--- config.mk ---
export PLATFORM = sky130hd
export DESIGN_NAME = pmx_pin_mux_top
export DESIGN_NICKNAME = d
export VERILOG_FILES = /design/src/logic/pmx_pkg.sv /design/src/logic/pmx_pin_mux_top.sv
export SDC_FILE = /design/constraint.sdc
export NUM_CORES = 1
export LEC_CHECK = 0
export ABC_AREA = 1
export BUFFER_PORTS_ARGS = -buffer_cell sky130_fd_sc_hd__buf_4
export CAP_MARGIN = 20
export CORE_MARGIN = 4
export CORE_UTILIZATION = 50
export CTS_CLUSTER_DIAMETER = 40
export DETAILED_ROUTE_END_ITERATION = 16
export GPL_ROUTABILITY_DRIVEN = 0
export MAX_ROUTING_LAYER = met4
export PLACE_DENSITY_LB_ADDON = 0.1
export SETUP_SLACK_MARGIN = 0.1
export SYNTH_ARGS = -nofsm -noshare
export SYNTH_HDL_FRONTEND = slang
export SYNTH_SLANG_ARGS = --single-unit
--- constraint.sdc ---
create_clock -name clk -period 4.9 [get_ports clk]
set_input_delay 0.49 -clock clk [delete_from_list [all_inputs] [get_ports clk]]
set_output_delay 0.49 -clock clk [all_outputs]
set_load 0.1 [all_outputs]
--- src/logic/pmx_pkg.sv ---
// shared constants for the port a to d pin function multiplexer
package pmx_pkg;
	// ----------------------------------------
	// register map
	// ----------------------------------------
	localparam int PMX_NUM_PINS = 32;
	localparam logic [11:0] PMX_CFG_BASE = 12'h000;
	localparam logic [11:0] PMX_LEVEL_ADDR = 12'h080;
	localparam int PMX_SEL_LSB = 0;
	localparam int PMX_SEL_WIDTH = 6;
	localparam int PMX_SEL_WIDTH_OLD = 5;
	localparam int PMX_INTERRUPT_INPUT_SELECT_BIT = 6;
	localparam logic [7:0] PMX_CFG_RESET = 8'h00;
	localparam logic [31:0] PMX_LEVEL_RESET = 32'h0000_0000;

	// ----------------------------------------
	// pin indices: port a 0..7, b 8..15, c 16..23, d 24..31
	// ----------------------------------------
	localparam int PIN_A0 = 0;
	localparam int PIN_A1 = 1;
	localparam int PIN_A6 = 6;
	localparam int PIN_B0 = 8;
	localparam int PIN_B1 = 9;
	localparam int PIN_B2 = 10;
	localparam int PIN_B3 = 11;
	localparam int PIN_B4 = 12;
	localparam int PIN_B6 = 14;
	localparam int PIN_D0 = 24;
	localparam int PIN_D4 = 28;

	// ----------------------------------------
	// selection codes
	// ----------------------------------------
	localparam logic [5:0] SEL_HIZ = 6'h00;
	localparam logic [5:0] SEL_TMR_IO = 6'h01;
	localparam logic [5:0] SEL_TMR_CLK_D = 6'h02;
	localparam logic [5:0] SEL_TMR_ALT = 6'h03;
	localparam logic [5:0] SEL_OUT_DISABLE = 6'h07;
	localparam logic [5:0] SEL_ADC = 6'h09;
	localparam logic [5:0] SEL_I2C = 6'h0F;
	localparam logic [5:0] SEL_CAN = 6'h10;
	localparam logic [5:0] SEL_USB = 6'h11;
	localparam logic [5:0] SEL_PWM_A = 6'h14;
	localparam logic [5:0] SEL_PWM_B = 6'h15;
	localparam logic [5:0] SEL_PWM_C = 6'h16;
	localparam logic [5:0] SEL_PWM_D = 6'h17;

	// ----------------------------------------
	// interrupt request lines of port b
	// ----------------------------------------
	localparam int IRQ_B0 = 8;
	localparam int IRQ_B1 = 4;
	localparam int IRQ_B3 = 9;
	localparam int IRQ_B4 = 3;
	localparam int IRQ_B6 = 2;
	localparam int PMX_NUM_IRQ = 16;
endpackage

--- src/logic/pmx_pin_mux_top.sv ---
// pin function multiplexer for ports a to d with apb register access
//
// Added by the designer: the APB slave port and the register addresses.
`timescale 1ns/1ps
module pmx_pin_mux_top #(
	parameter bit OLD_VARIANT = 1'b0
) (
	input wire logic clk,
	input wire logic nrst,
	// apb slave
	input wire logic psel,
	input wire logic penable,
	input wire logic pwrite,
	input wire logic [11:0] paddr,
	input wire logic [31:0] pwdata,
	input wire logic [3:0] pstrb,
	output logic [31:0] prdata,
	output logic pready,
	output logic pslverr,
	// pads
	input wire logic [pmx_pkg::PMX_NUM_PINS-1:0] padIn,
	output logic [pmx_pkg::PMX_NUM_PINS-1:0] padOut,
	output logic [pmx_pkg::PMX_NUM_PINS-1:0] padOe,
	// peripheral outputs toward pins
	input wire logic pulseTimerCh6IoCOut,
	input wire logic pulseTimerCh6IoCOe,
	input wire logic canPort0Transmit,
	input wire logic i2cCh0ClockLow,
	input wire logic i2cCh0DataLow,
	input wire logic pwmTimerCh2IoAOut,
	input wire logic pwmTimerCh2IoAOe,
	input wire logic pwmTimerCh2IoBOut,
	input wire logic pwmTimerCh2IoBOe,
	input wire logic pwmTimerCh0IoBOut,
	input wire logic pwmTimerCh0IoBOe,
	input wire logic adcUnit0ConversionStart,
	// peripheral inputs from pins
	output logic pulseTimerCh6IoCIn,
	output logic pulseTimerCh6IoCAltIn,
	output logic canPort0Receive,
	output logic adcUnit0ExternalTriggerN,
	output logic pulseTimerExtClockB,
	output logic pulseTimerExtClockBAlt,
	output logic pulseTimerExtClockD,
	output logic i2cCh0ClockLine,
	output logic i2cCh0DataLine,
	output logic outputDisableRequest8N,
	output logic [3:0] pwmTimerExtTrigger,
	output logic usbOvercurrentInputA,
	output logic pwmTimerCh2IoAIn,
	output logic pwmTimerCh0IoBIn,
	output logic usbBusPowerDetect,
	output logic pwmTimerCh2IoBIn,
	output logic [pmx_pkg::PMX_NUM_IRQ-1:0] irqRequest
);
	import pmx_pkg::*;

	// ----------------------------------------
	// storage and helpers
	// ----------------------------------------
	// one config byte per pin: [5:0] code, [6] interrupt select, [7] always 0
	logic [7:0] cfg_q [PMX_NUM_PINS];
	logic [PMX_NUM_PINS-1:0] sync1_q, sync2_q, sync3_q, level_q;
	logic [31:0] prdata_q;
	logic pready_q, pslverr_q;
	logic [PMX_NUM_PINS-1:0] padOut_d, padOe_d, padOut_q, padOe_q;
	logic [PMX_NUM_IRQ-1:0] irq_d, irq_q;
	logic setupPhase, accessWrite, addrInCfg;
	logic [4:0] addrIdx;

	// selection code of a pin; the older variant never has bit 5 set
	function automatic logic [5:0] selOf(input logic [7:0] cfg);
		logic [5:0] code;
		code = cfg[PMX_SEL_LSB +: PMX_SEL_WIDTH];
		if (OLD_VARIANT) begin
			code[PMX_SEL_WIDTH-1] = 1'b0;
		end
		return code;
	endfunction

	// the alternate-marked codes only exist on the newer field
	function automatic logic altOk(input logic [5:0] code, input logic [5:0] want);
		return !OLD_VARIANT && code == want;
	endfunction

	// bus decode; a write lands only in an access phase that the slave marks ready
	assign setupPhase = psel && !penable;
	assign accessWrite = psel && penable && pwrite && pready_q;
	assign addrInCfg = paddr[11:7] == PMX_CFG_BASE[11:7];
	assign addrIdx = paddr[6:2];

	// ----------------------------------------
	// apb slave
	// ----------------------------------------
	// answer is computed in setup so the access phase completes with no wait state
	always_ff @(posedge clk) begin
		if (!nrst) begin
			prdata_q <= 32'h0000_0000;
			pslverr_q <= 1'b0;
			pready_q <= 1'b0;
		end else begin
			pready_q <= 1'b1;
			if (setupPhase) begin
				pslverr_q <= !(addrInCfg || paddr == PMX_LEVEL_ADDR) || paddr[1:0] != 2'b00;
				if (paddr == PMX_LEVEL_ADDR) begin
					prdata_q <= level_q;
				end else if (addrInCfg) begin
					// bit 7 is never stored, so it always reads back as 0
					prdata_q <= {24'h00_0000, 1'b0, cfg_q[addrIdx][PMX_INTERRUPT_INPUT_SELECT_BIT], 
						selOf(cfg_q[addrIdx])};
				end else begin
					prdata_q <= 32'h0000_0000;
				end
			end
		end
	end

	// configuration registers; level register and unmapped writes are dropped
	// only byte lane 0 matters: each config register is one byte wide, upper lanes are ignored
	always_ff @(posedge clk) begin
		if (!nrst) begin
			for (int i = 0; i < PMX_NUM_PINS; i++) begin
				cfg_q[i] <= PMX_CFG_RESET;
			end
		end else if (accessWrite && addrInCfg && pstrb[0] && paddr[1:0] == 2'b00) begin
			cfg_q[addrIdx] <= {1'b0, pwdata[PMX_INTERRUPT_INPUT_SELECT_BIT], selOf(pwdata[7:0])};
		end
	end

	// ----------------------------------------
	// pad input synchronisers
	// ----------------------------------------
	// a level is accepted only once the second and third stages agree, which drops one-cycle glitches
	// the first stage may be metastable, so nothing but the second stage reads it
	genvar g;
	generate
		for (g = 0; g < PMX_NUM_PINS; g++) begin : gSync
			always_ff @(posedge clk) begin
				if (!nrst) begin
					sync1_q[g] <= 1'b0;
					sync2_q[g] <= 1'b0;
					sync3_q[g] <= 1'b0;
					level_q[g] <= PMX_LEVEL_RESET[g];
				end else begin
					sync1_q[g] <= padIn[g];
					sync2_q[g] <= sync1_q[g];
					sync3_q[g] <= sync2_q[g];
					if (sync2_q[g] == sync3_q[g]) begin
						level_q[g] <= sync3_q[g];
					end
				end
			end
		end
	endgenerate

	// ----------------------------------------
	// pad drive
	// ----------------------------------------
	// every pin floats unless a listed code on that pin asks for drive
	// limitation: only the drive routes listed per pin exist, every other code counts as reserved
	always_comb begin
		padOut_d = '0;
		padOe_d = '0;
		if (selOf(cfg_q[PIN_A0]) == SEL_TMR_IO || altOk(selOf(cfg_q[PIN_A0]), SEL_TMR_ALT)) begin
			padOut_d[PIN_A0] = pulseTimerCh6IoCOut;
			padOe_d[PIN_A0] = pulseTimerCh6IoCOe;
		end else if (selOf(cfg_q[PIN_A0]) == SEL_CAN) begin
			padOut_d[PIN_A0] = canPort0Transmit;
			padOe_d[PIN_A0] = 1'b1;
		end
		// i2c lines are open drain: only ever pulled low
		if (selOf(cfg_q[PIN_B1]) == SEL_I2C) begin
			padOe_d[PIN_B1] = i2cCh0ClockLow;
		end
		if (selOf(cfg_q[PIN_B2]) == SEL_I2C) begin
			padOe_d[PIN_B2] = i2cCh0DataLow;
		end
		if (selOf(cfg_q[PIN_B6]) == SEL_PWM_A) begin
			padOut_d[PIN_B6] = pwmTimerCh2IoAOut;
			padOe_d[PIN_B6] = pwmTimerCh2IoAOe;
		end
		if (selOf(cfg_q[PIN_D0]) == SEL_ADC) begin
			padOut_d[PIN_D0] = adcUnit0ConversionStart;
			padOe_d[PIN_D0] = 1'b1;
		end else if (selOf(cfg_q[PIN_D0]) == SEL_PWM_A) begin
			padOut_d[PIN_D0] = pwmTimerCh0IoBOut;
			padOe_d[PIN_D0] = pwmTimerCh0IoBOe;
		end
		if (selOf(cfg_q[PIN_D4]) == SEL_PWM_A) begin
			padOut_d[PIN_D4] = pwmTimerCh2IoBOut;
			padOe_d[PIN_D4] = pwmTimerCh2IoBOe;
		end
	end

	// pad drive is registered so the pins never see decode glitches
	always_ff @(posedge clk) begin
		if (!nrst) begin
			padOut_q <= '0;
			padOe_q <= '0;
		end else begin
			padOut_q <= padOut_d;
			padOe_q <= padOe_d;
		end
	end

	// ----------------------------------------
	// peripheral inputs
	// ----------------------------------------
	// an unselected input rests at its idle level: high for active-low, can receive and the i2c lines, low otherwise
	// the trade: one more cycle of latency buys peripheral inputs that never glitch on a code change
	always_ff @(posedge clk) begin
		if (!nrst) begin
			pulseTimerCh6IoCIn <= 1'b0;
			pulseTimerCh6IoCAltIn <= 1'b0;
			canPort0Receive <= 1'b1;
			adcUnit0ExternalTriggerN <= 1'b1;
			pulseTimerExtClockB <= 1'b0;
			pulseTimerExtClockBAlt <= 1'b0;
			pulseTimerExtClockD <= 1'b0;
			i2cCh0ClockLine <= 1'b1;
			i2cCh0DataLine <= 1'b1;
			outputDisableRequest8N <= 1'b1;
			pwmTimerExtTrigger <= 4'h0;
			usbOvercurrentInputA <= 1'b0;
			pwmTimerCh2IoAIn <= 1'b0;
			pwmTimerCh0IoBIn <= 1'b0;
			usbBusPowerDetect <= 1'b0;
			pwmTimerCh2IoBIn <= 1'b0;
		end else begin
			pulseTimerCh6IoCIn <= selOf(cfg_q[PIN_A0]) == SEL_TMR_IO && level_q[PIN_A0];
			pulseTimerCh6IoCAltIn <= altOk(selOf(cfg_q[PIN_A0]), SEL_TMR_ALT) && level_q[PIN_A0];
			// pin a1 wins when both can receive sources are chosen
			if (selOf(cfg_q[PIN_A1]) == SEL_CAN) begin
				canPort0Receive <= level_q[PIN_A1];
			end else if (selOf(cfg_q[PIN_B6]) == SEL_CAN) begin
				canPort0Receive <= level_q[PIN_B6];
			end else begin
				canPort0Receive <= 1'b1;
			end
			adcUnit0ExternalTriggerN <= selOf(cfg_q[PIN_A1]) == SEL_ADC ? level_q[PIN_A1] : 1'b1;
			pulseTimerExtClockB <= selOf(cfg_q[PIN_A6]) == SEL_TMR_IO && level_q[PIN_A6];
			pulseTimerExtClockD <= selOf(cfg_q[PIN_A6]) == SEL_TMR_CLK_D && level_q[PIN_A6];
			pulseTimerExtClockBAlt <= altOk(selOf(cfg_q[PIN_A6]), SEL_TMR_ALT) && level_q[PIN_A6];
			i2cCh0ClockLine <= selOf(cfg_q[PIN_B1]) == SEL_I2C ? level_q[PIN_B1] : 1'b1;
			i2cCh0DataLine <= selOf(cfg_q[PIN_B2]) == SEL_I2C ? level_q[PIN_B2] : 1'b1;
			outputDisableRequest8N <= selOf(cfg_q[PIN_B4]) == SEL_OUT_DISABLE ? level_q[PIN_B4] : 1'b1;
			pwmTimerExtTrigger[0] <= selOf(cfg_q[PIN_B4]) == SEL_PWM_A && level_q[PIN_B4];
			pwmTimerExtTrigger[1] <= selOf(cfg_q[PIN_B4]) == SEL_PWM_B && level_q[PIN_B4];
			pwmTimerExtTrigger[2] <= selOf(cfg_q[PIN_B4]) == SEL_PWM_C && level_q[PIN_B4];
			pwmTimerExtTrigger[3] <= selOf(cfg_q[PIN_B4]) == SEL_PWM_D && level_q[PIN_B4];
			usbOvercurrentInputA <= selOf(cfg_q[PIN_B6]) == SEL_USB && level_q[PIN_B6];
			pwmTimerCh2IoAIn <= selOf(cfg_q[PIN_B6]) == SEL_PWM_A && level_q[PIN_B6];
			pwmTimerCh0IoBIn <= selOf(cfg_q[PIN_D0]) == SEL_PWM_A && level_q[PIN_D0];
			usbBusPowerDetect <= selOf(cfg_q[PIN_D4]) == SEL_USB && level_q[PIN_D4];
			pwmTimerCh2IoBIn <= selOf(cfg_q[PIN_D4]) == SEL_PWM_A && level_q[PIN_D4];
		end
	end

	// ----------------------------------------
	// interrupt routing
	// ----------------------------------------
	// interrupt select works beside the function field, so a pin can feed both at once
	always_comb begin
		// lines with no port b pin behind them stay low
		irq_d = '0;
		irq_d[IRQ_B0] = cfg_q[PIN_B0][PMX_INTERRUPT_INPUT_SELECT_BIT] && level_q[PIN_B0];
		irq_d[IRQ_B1] = cfg_q[PIN_B1][PMX_INTERRUPT_INPUT_SELECT_BIT] && level_q[PIN_B1];
		irq_d[IRQ_B3] = cfg_q[PIN_B3][PMX_INTERRUPT_INPUT_SELECT_BIT] && level_q[PIN_B3];
		irq_d[IRQ_B4] = cfg_q[PIN_B4][PMX_INTERRUPT_INPUT_SELECT_BIT] && level_q[PIN_B4];
		irq_d[IRQ_B6] = cfg_q[PIN_B6][PMX_INTERRUPT_INPUT_SELECT_BIT] && level_q[PIN_B6];
	end

	// registered so the interrupt lines change only on clock edges, like every other output
	always_ff @(posedge clk) begin
		if (!nrst) begin
			irq_q <= '0;
		end else begin
			irq_q <= irq_d;
		end
	end

	// ----------------------------------------
	// output ports
	// ----------------------------------------
	// every port is a plain copy of its flop, so no decode logic reaches a pin or a peripheral
	assign prdata = prdata_q;
	assign pready = pready_q;
	assign pslverr = pslverr_q;
	assign padOut = padOut_q;
	assign padOe = padOe_q;
	assign irqRequest = irq_q;
endmodule

# Word-level counts from Yosys, hierarchy flattened
# Memory sizes are Yosys's and may differ from the RTL's.
# Index checks and enable logic that the tools add are counted.
[op_classes]
eq_ne = 55
muxes = 20
n_reduce_logical = 41
[op_table]
columns = ["op", "n"]
rows = [
  ["$eq A6 B5 Y1 const B", 12],
  ["$eq A1 B1 Y1", 32],
  ["$mux W32", 1],
  ["$logic_and A1 B1 Y1", 26],
  ["$eq A6 B4 Y1 const B", 4],
  ["$eq A6 B2 Y1 const B", 3],
  ["$mux W1", 16],
  ["$mux W7", 2],
  ["$eq A12 B8 Y1 const B", 1],
  ["$eq A6 B1 Y1 const B", 2],
  ["$reduce_and A2 Y1", 6],
  ["$reduce_or A7 Y1", 1],
  ["$eq A6 B3 Y1 const B", 1],
  ["$logic_not A5 Y1", 1],
  ["$mux W5", 1],
  ["$logic_or A1 B1 Y1", 3],
  ["$logic_not A1 Y1", 2],
  ["$logic_not A2 Y1", 1],
  ["$reduce_bool A2 Y1", 1],
]
[word_totals]
regBits = 261
mem_bits_rw = 224
out_inout_bits = 133
word_cells = 276
mem_count = 1
[mem_list]
columns = ["name", "depth", "word_bits", "rd", "rd_ports_with_merged_regs", "write_ports", "line_no", "source"]
rows = [
  ["cfg_q", 32, 7, 12, 0, 32, "pmx_pin_mux_top.sv:62", "logic [7:0] cfg_q [PMX_NUM_PINS];"],
]

# Longest topological paths before layout
# Gate-level depths: netlist of the first run.
[logic_depth]
depth_word = 11
mapped_depth = 14
mapped_depth_nobuf = 11

# Worst setup path before layout of the first run
# No wires, ideal clock.
[synth_path]
path_kind = "reg-to-reg"
startpoint = "register pready_q, in the netlist pready"
endpoint = "memory cfg_q[12][0] in the netlist's numbering, enable pin"
setup_ps = 324
t_arrival_ps = 2203
required_time_ps = 4576
setup_slack_ps = 2373
stages_incl_launch_ff = 7
path_buffers = 0
synth_period_minus_slack_ps = 2527
cell_sequence = "dfxtp_1 > nand4_1 > nor3_1 > nand2_2 > nor4_1 > nand2_1 > nand2_1"
[synth_lines]
columns = ["element", "line_no", "source"]
rows = [
  ["start, declared", "pmx_pin_mux_top.sv:65", "logic pready_q, pslverr_q;"],
  ["start signal, assigned", "pmx_pin_mux_top.sv:100", "pready_q <= 1'b0;"],
  ["start signal, assigned", "pmx_pin_mux_top.sv:102", "pready_q <= 1'b1;"],
  ["end, declared", "pmx_pin_mux_top.sv:62", ""],
]

==> results of run 1 <==
[final timing paths]
| kind | from | end | slack [ns] | cells after the start |
|---|---|---|---|---|
| worst min register to register | sync1_q[2] | sync2_q[2] | 0.41 | 2 |
| worst max register to register | pready | cfg_q[12][4] | 2.24 | 6 |
| worst max-delay path | pready | cfg_q[12][4] | 2.24 | 6 |
| worst min-delay path | padIn[5] | sync1_q[5] | 0.10 | 3 |
[worst max-delay path: cells and delay by family, from the launching register on]
family        cells  cell delay [ns]
simple gates      6             1.97
flops             1             0.33
[per-stage QoR]
step / hold WS [ns] / utilization (%)
5_1_grt: 0.0936 / 60.2
3_3_place_gp: 0.393 / 54.5
2_1_floorplan: 0.390 / -
6_report: 0.100 / 60.2
3_5_place_dp: 0.396 / 54.5
4_1_cts: 0.0802 / 60.1
[power breakdown]
part	internal, mW	switching, mW	total [mW]
clock	2.54	1.53	4.07
sequential	3.78	0.0322	3.81
combinational	0.110	0.538	0.648
total	6.43	2.10	8.53
[sequential cells by signal, indices dropped and copies added, names as in the netlist, 4 cells and up]
name                cells
cfg_q                 224
irqRequest              5
level_q                32
padOe                   6
padOut                  4
prdata                 32
pwmTimerExtTrigger      4
sync1_q                32
sync2_q                32
sync3_q                32
[area by class of cell]
type,count,share of cell area (%)
Sequential cell,420,52.2
Inverter,162,2.98
Clock buffer,65,7.40
Timing Repair Buffer,151,5.72
Tap cell,448,2.75
Clock inverter,34,1.92
Multi-Input combinational cell,1369,27.0
[Yosys cell counts, drive strengths merged]
cell	count
nand2	805
maj3	3
o211ai	1
nor2	294
a21oi	65
dfxtp	196
clkinv	1
nand4	7
o31ai	1
conb	1
a31oi	1
nor4	17
or3	1
inv	161
clkbuf	63
or4	1
nor3	17
buf	94
nand3	37
or2	3
and2	2
edfxtp	224
a21o	5
o21ai	44
[cells by family after synthesis]
group           synth area share (%)
flops                           61.3
compound gates                  3.48
fa+ha+maj                      0.173
simple gates                    26.6
other cells                   0.0216
buf+inv                         8.41
[layout by cell type (no fill, tap or decap), types with 3 or more instances in the layout]
cell	netlist	layout
inv_6	0	4
nor2_1	293	292
inv_2	5	10
clkbuf_1	63	5
clkbuf_16	0	59
clkinv_2	0	7
clkinvlp_4	0	6
nor4_1	13	13
buf_4	65	147
a21o_1	5	5
bufinv_16	0	6
nand4_1	7	7
nor4_2	4	4
clkinv_1	1	5
inv_1	156	149
maj3_1	3	3
a21oi_1	65	65
inv_8	0	5
nor3_1	17	17
clkinv_4	0	3
edfxtp_1	224	224
nand2_1	804	804
o21ai_0	44	44
dfxtp_1	196	196
conb_1	1	65
nand3_1	37	37
[per-layer routing]
| layer | wire length (um) | global-route usage [%] | vias to the layer above |
|---|---|---|---|
| li1 | - | - | 6515 |
| met3 | 2880 | 3.45 | 89 |
| met1 | 17500 | 28.5 | 6066 |
| met4 | 1100 | 6.74 | 0 |
| met2 | 20000 | 35.8 | 430 |
| met5 | 0 | - | - |
==> metrics.txt, run 1 <==
# setup viols final 0; Placeable Area around 0.034 mm2; Peak Freq 376 MHz; share of layout cells above drive strength 1 a little under an eighth; number of inserted diodes 0; Final HPWL DP 26,200 um; crit-path cells nand4_1 > nor3_1 > nand2_2 > nor4_1 > nand2_1 > nand2_1; final hold violation count 0; Starting Density 51.3%; Tmin final 2.66 ns; Slew Viols, Final 0; largest area contributor in the netlist edfxtp_1; total grt overflow 0; distinct cell type count after synthesis 31; Port Buffers 136; final non-filler cell total 2,649; sequential share of the synthesized area between 60% and 70%; slowest cell delay on critical path 0.61 ns; vias in the first global route 12,484; CTS Buf Count 53; row cnt between 60 and 70; Worst Hold Class input pin to register; Setup Skew 0.0183 ns; synthesized area per cell 8.50 um2; top area cells in the synthesized netlist edfxtp_1, dfxtp_1, nand2_1; Vias/cell 4.95; PwrDens 418 mW/mm2; max_cap viols 0; Ys Warns 0; TNS Setup 0 ns; DIE AREA 0.0378 mm2; Cells after Synth 2,044; CTS sink count 420; Final period util 54.3%; Chip Width 194 um; Routed Antenna Nets 0; setup bufs post-CTS 0; CTS tree yes; routed vias 13,100; Max VDD drop 282 uV; Leakage 9.77 nW; wire length per cell 15.7 um; Placed Area 0.0185 mm2; area of the multi-input gates 0.00551 mm2; Nets 2,254; total track usage a little over a fifth; initial antenna violation count 0; 1st-pass router iterations 6; most used cell, CP nand2_1; RSZ-0062 raised after global routing no; Clock Pin Slew Worst Setup and Hold Paths 0.06 ns; smallest setup slack after layout 2.24 ns; DRC 0; Synth top area share between 30% and 40%; Synth Register Bits 420; Initial DRC Count 1,049; Die Ht 194 um; startpoint types register; hold-fix buffers at CTS 0; Syn-to-layout area delta 17.4%; post-CTS sizing 0; H-Tree Depth 2; slowest CP cell nor4_1; Final Cell Area 0.0204 mm2; crit path kind register to register; crit path capture type register; crit-path max FO 9; Critical Path RT ~5 ns; CP arrival 2.89 ns; run status complete, no violations; clk buf depth 3; Pwr Total 8.53 mW; clk_lat worst skew 0.57 ns; clk root buf clkbuf_16; # IOs 230; measured slew at the worst slew-check pin 0.888 ns; FILL cells 3,014; Max-Slew Margin vs Limit 40.4%; largest net degree at the start of global routing around 180; Inst Count DP between 2,000 and 3,000; first-pass GRT wire length 65,200 um; Register Area 0.0107 mm2; routed wire length between 40,000 and 50,000 um; Mapped Area 0.0174 mm2; dpl ws about 1.8 ns
Note: power is estimated with default switching activity, not from simulation.
==> inputs of run 2 (changes only) <==
==> constraint.sdc (replaced) <==
create_clock -name clk -period 2.25 [get_ports clk]
set_input_delay 0.225 -clock clk [delete_from_list [all_inputs] [get_ports clk]]
set_output_delay 0.225 -clock clk [all_outputs]
set_load 0.1 [all_outputs]
==> metrics.txt, run 2 (synthesis gave the netlist of run 1 again) <==
final hold violation count 0 (unchanged); Slew Viols, Final 0 (unchanged); vias in the first global route 13,062 (was 12,484); CTS tree yes (unchanged); Vias/cell 4.86 (was 4.95); Final HPWL DP 27,500 um (was 26,200 um); Inst Count DP 2,616 (was 2,548); CP Buf/Inv Count 1 (was 0); CP arrival 2.31 ns (was 2.89 ns); DIE AREA 0.0378 mm2 (unchanged); row cnt 67 (unchanged); initial antenna violation count 0 (unchanged); slowest cell delay on critical path 0.34 ns (was 0.61 ns); total grt overflow 0 (unchanged); measured slew at the worst slew-check pin 0.642 ns (was 0.888 ns); PwrDens 869 mW/mm2 (was 418 mW/mm2); Critical Path Stages 7 (was 6); Placeable Area 0.0339 mm2 (unchanged); CTS sink count 420 (unchanged); Worst Hold Class input pin to register (unchanged); Chip Width 194 um (unchanged); Port Buffers 136 (unchanged); FF-to-FF Start pready (unchanged); # setup viols final 0 (unchanged); final non-filler cell total 2,763 (was 2,649); worst setup path end cfg_q[23][5] (was cfg_q[12][4]); RSZ-0062 raised after global routing yes (was no); Die Ht 194 um (unchanged); FILL cells 2,915 (was 3,014); CTS Buf Count 54 (was 53); total track usage 22.8% (was 21.9%); clk root buf clkbuf_16 (unchanged); share of layout cells above drive strength 1 14.2% (was 11.9%); RR Endpoint cfg_q[23][5] (was cfg_q[12][4]); Nets 2,367 (was 2,254); crit-path cells nand4_1 > nor3_1 > nand2_2 > buf_4 > nor2_1 > nand2_1 > nand2_2 (was nand4_1 > nor3_1 > nand2_2 > nor4_1 > nand2_1 > nand2_1); routed vias 13,438 (was 13,100); Clock Pin Slew Worst Setup and Hold Paths 0.05 ns (was 0.06 ns); R2R setup slack 0.21 ns (was 2.24 ns); 1st-pass router iterations 6 (unchanged); worst r2r path cells 7 (was 6); Final period util 90.7% (was 54.3%); slowest CP cell dfxtp_4 (was nor4_1); Tmin final 2.04 ns (was 2.66 ns); largest net degree at the start of global routing 129 (was 175); Placed Area 0.0190 mm2 (was 0.0185 mm2); Final Cell Area 0.0214 mm2 (was 0.0204 mm2); max_cap viols 0 (unchanged); dpl ws -0.0593 ns (was 1.78 ns); crit path capture type register (unchanged); Max VDD drop 828 uV (was 282 uV); crit-path max FO 8 (was 9); Peak Freq 490 MHz (was 376 MHz); number of inserted diodes 0 (unchanged); first-pass GRT wire length 67,500 um (was 65,200 um); wire length per cell 15.4 um (was 15.7 um); Largest Register cfg_q (unchanged); clk buf depth 3 (unchanged); Starting Density 51.3% (unchanged); Setup Skew 0.0183 ns (about the same); crit path kind register to register (unchanged); DRC 0 (unchanged); max reg flops 224 (unchanged); H-Tree Depth 2 (unchanged); Leakage 10.3 nW (was 9.77 nW); Syn-to-layout area delta 23.0% (was 17.4%); # IOs 230 (unchanged); run status complete, no violations (unchanged); most frequent cells in the layout nand2_1, nor2_1, edfxtp_1, buf_4, dfxtp_1 (was nand2_1, nor2_1, edfxtp_1, dfxtp_1, inv_1); startpoint types register (unchanged); Initial DRC Count 838 (was 1,049); smallest setup slack after layout 0.210 ns (was 2.24 ns); Routed Antenna Nets 0 (unchanged); CP startpoint pready (unchanged); Critical Path RT 2.52 ns (was 5.13 ns); critical path's top delay family simple AND/OR/NAND/NOR gates (unchanged); TNS Setup 0 ns (unchanged); commonest non-fill, non-tap cell in the layout nand2_1 (unchanged); final core occ 63.1% (was 60.2%); routed wire length 42,400 um (was 41,500 um); clk_lat worst skew 0.59 ns (was 0.57 ns); most used cell, CP nand2_2 (was nand2_1); Max-Slew Margin vs Limit 56.9% (was 40.4%)
[run 2: where the power goes]
group	switching, mW	internal, mW
Combinational	1.19	0.327
Sequential	0.0720	8.24
Clock	3.25	5.48
[run 2: worst min-delay path by stage]
stage,depth (start not counted),slack (ns),endpoint,from
global route,4,0.10,pslverr,paddr[0]
finish,4,0.06,pslverr,paddr[0]
detailed placement,2,0.40,sync2_q[19],sync1_q[19]
floorplan,0,0.25,pready,nrst
global placement,2,0.39,sync2_q[26],sync1_q[26]
CTS,4,0.04,pslverr,paddr[0]
[run 2: through the flow]
stage               hold slack, ns  power [mW]
floorplan                    0.253        9.60
global placement             0.394        9.90
detailed placement           0.395        9.92
CTS                         0.0392        18.7
global route                 0.101        19.2
finish                      0.0637        18.6
[run 2: per-layer routing]
layer	share of wire [%]	track usage, %
met5	0	-
met4	2.3	6.30
met3	6.0	3.93
met2	50	39.1
met1	41	28.1
[run 2: repair_timing]
| item | in CTS | in global routing |
|---|---|---|
| setup buffers | 0 | 1 |
| gates resized for setup | 0 | 6 |
| endpoints found under the setup margin | 0 | 84 |
| hold buffers | 45 | 0 |
| endpoints found under the hold margin | 43 | 0 |
[run 2: area by class of cell]
cell class                      instances  area [um2]  share of cell area, %
Inverter                              162         608                   2.85
Sequential cell                       420       10700                   49.8
Timing Repair Buffer                  263        2170                   10.1
Clock inverter                         36         402                   1.88
Tap cell                              448         561                   2.62
Clock buffer                           65        1470                   6.86
Multi-Input combinational cell       1369        5520                   25.8
[run 2: worst min-delay path: cells and delay by family]
family | cells | cell delay (ns)
compound gates | 1 | 0.14
simple gates | 1 | 0.10
buf+inv | 2 | 0.13
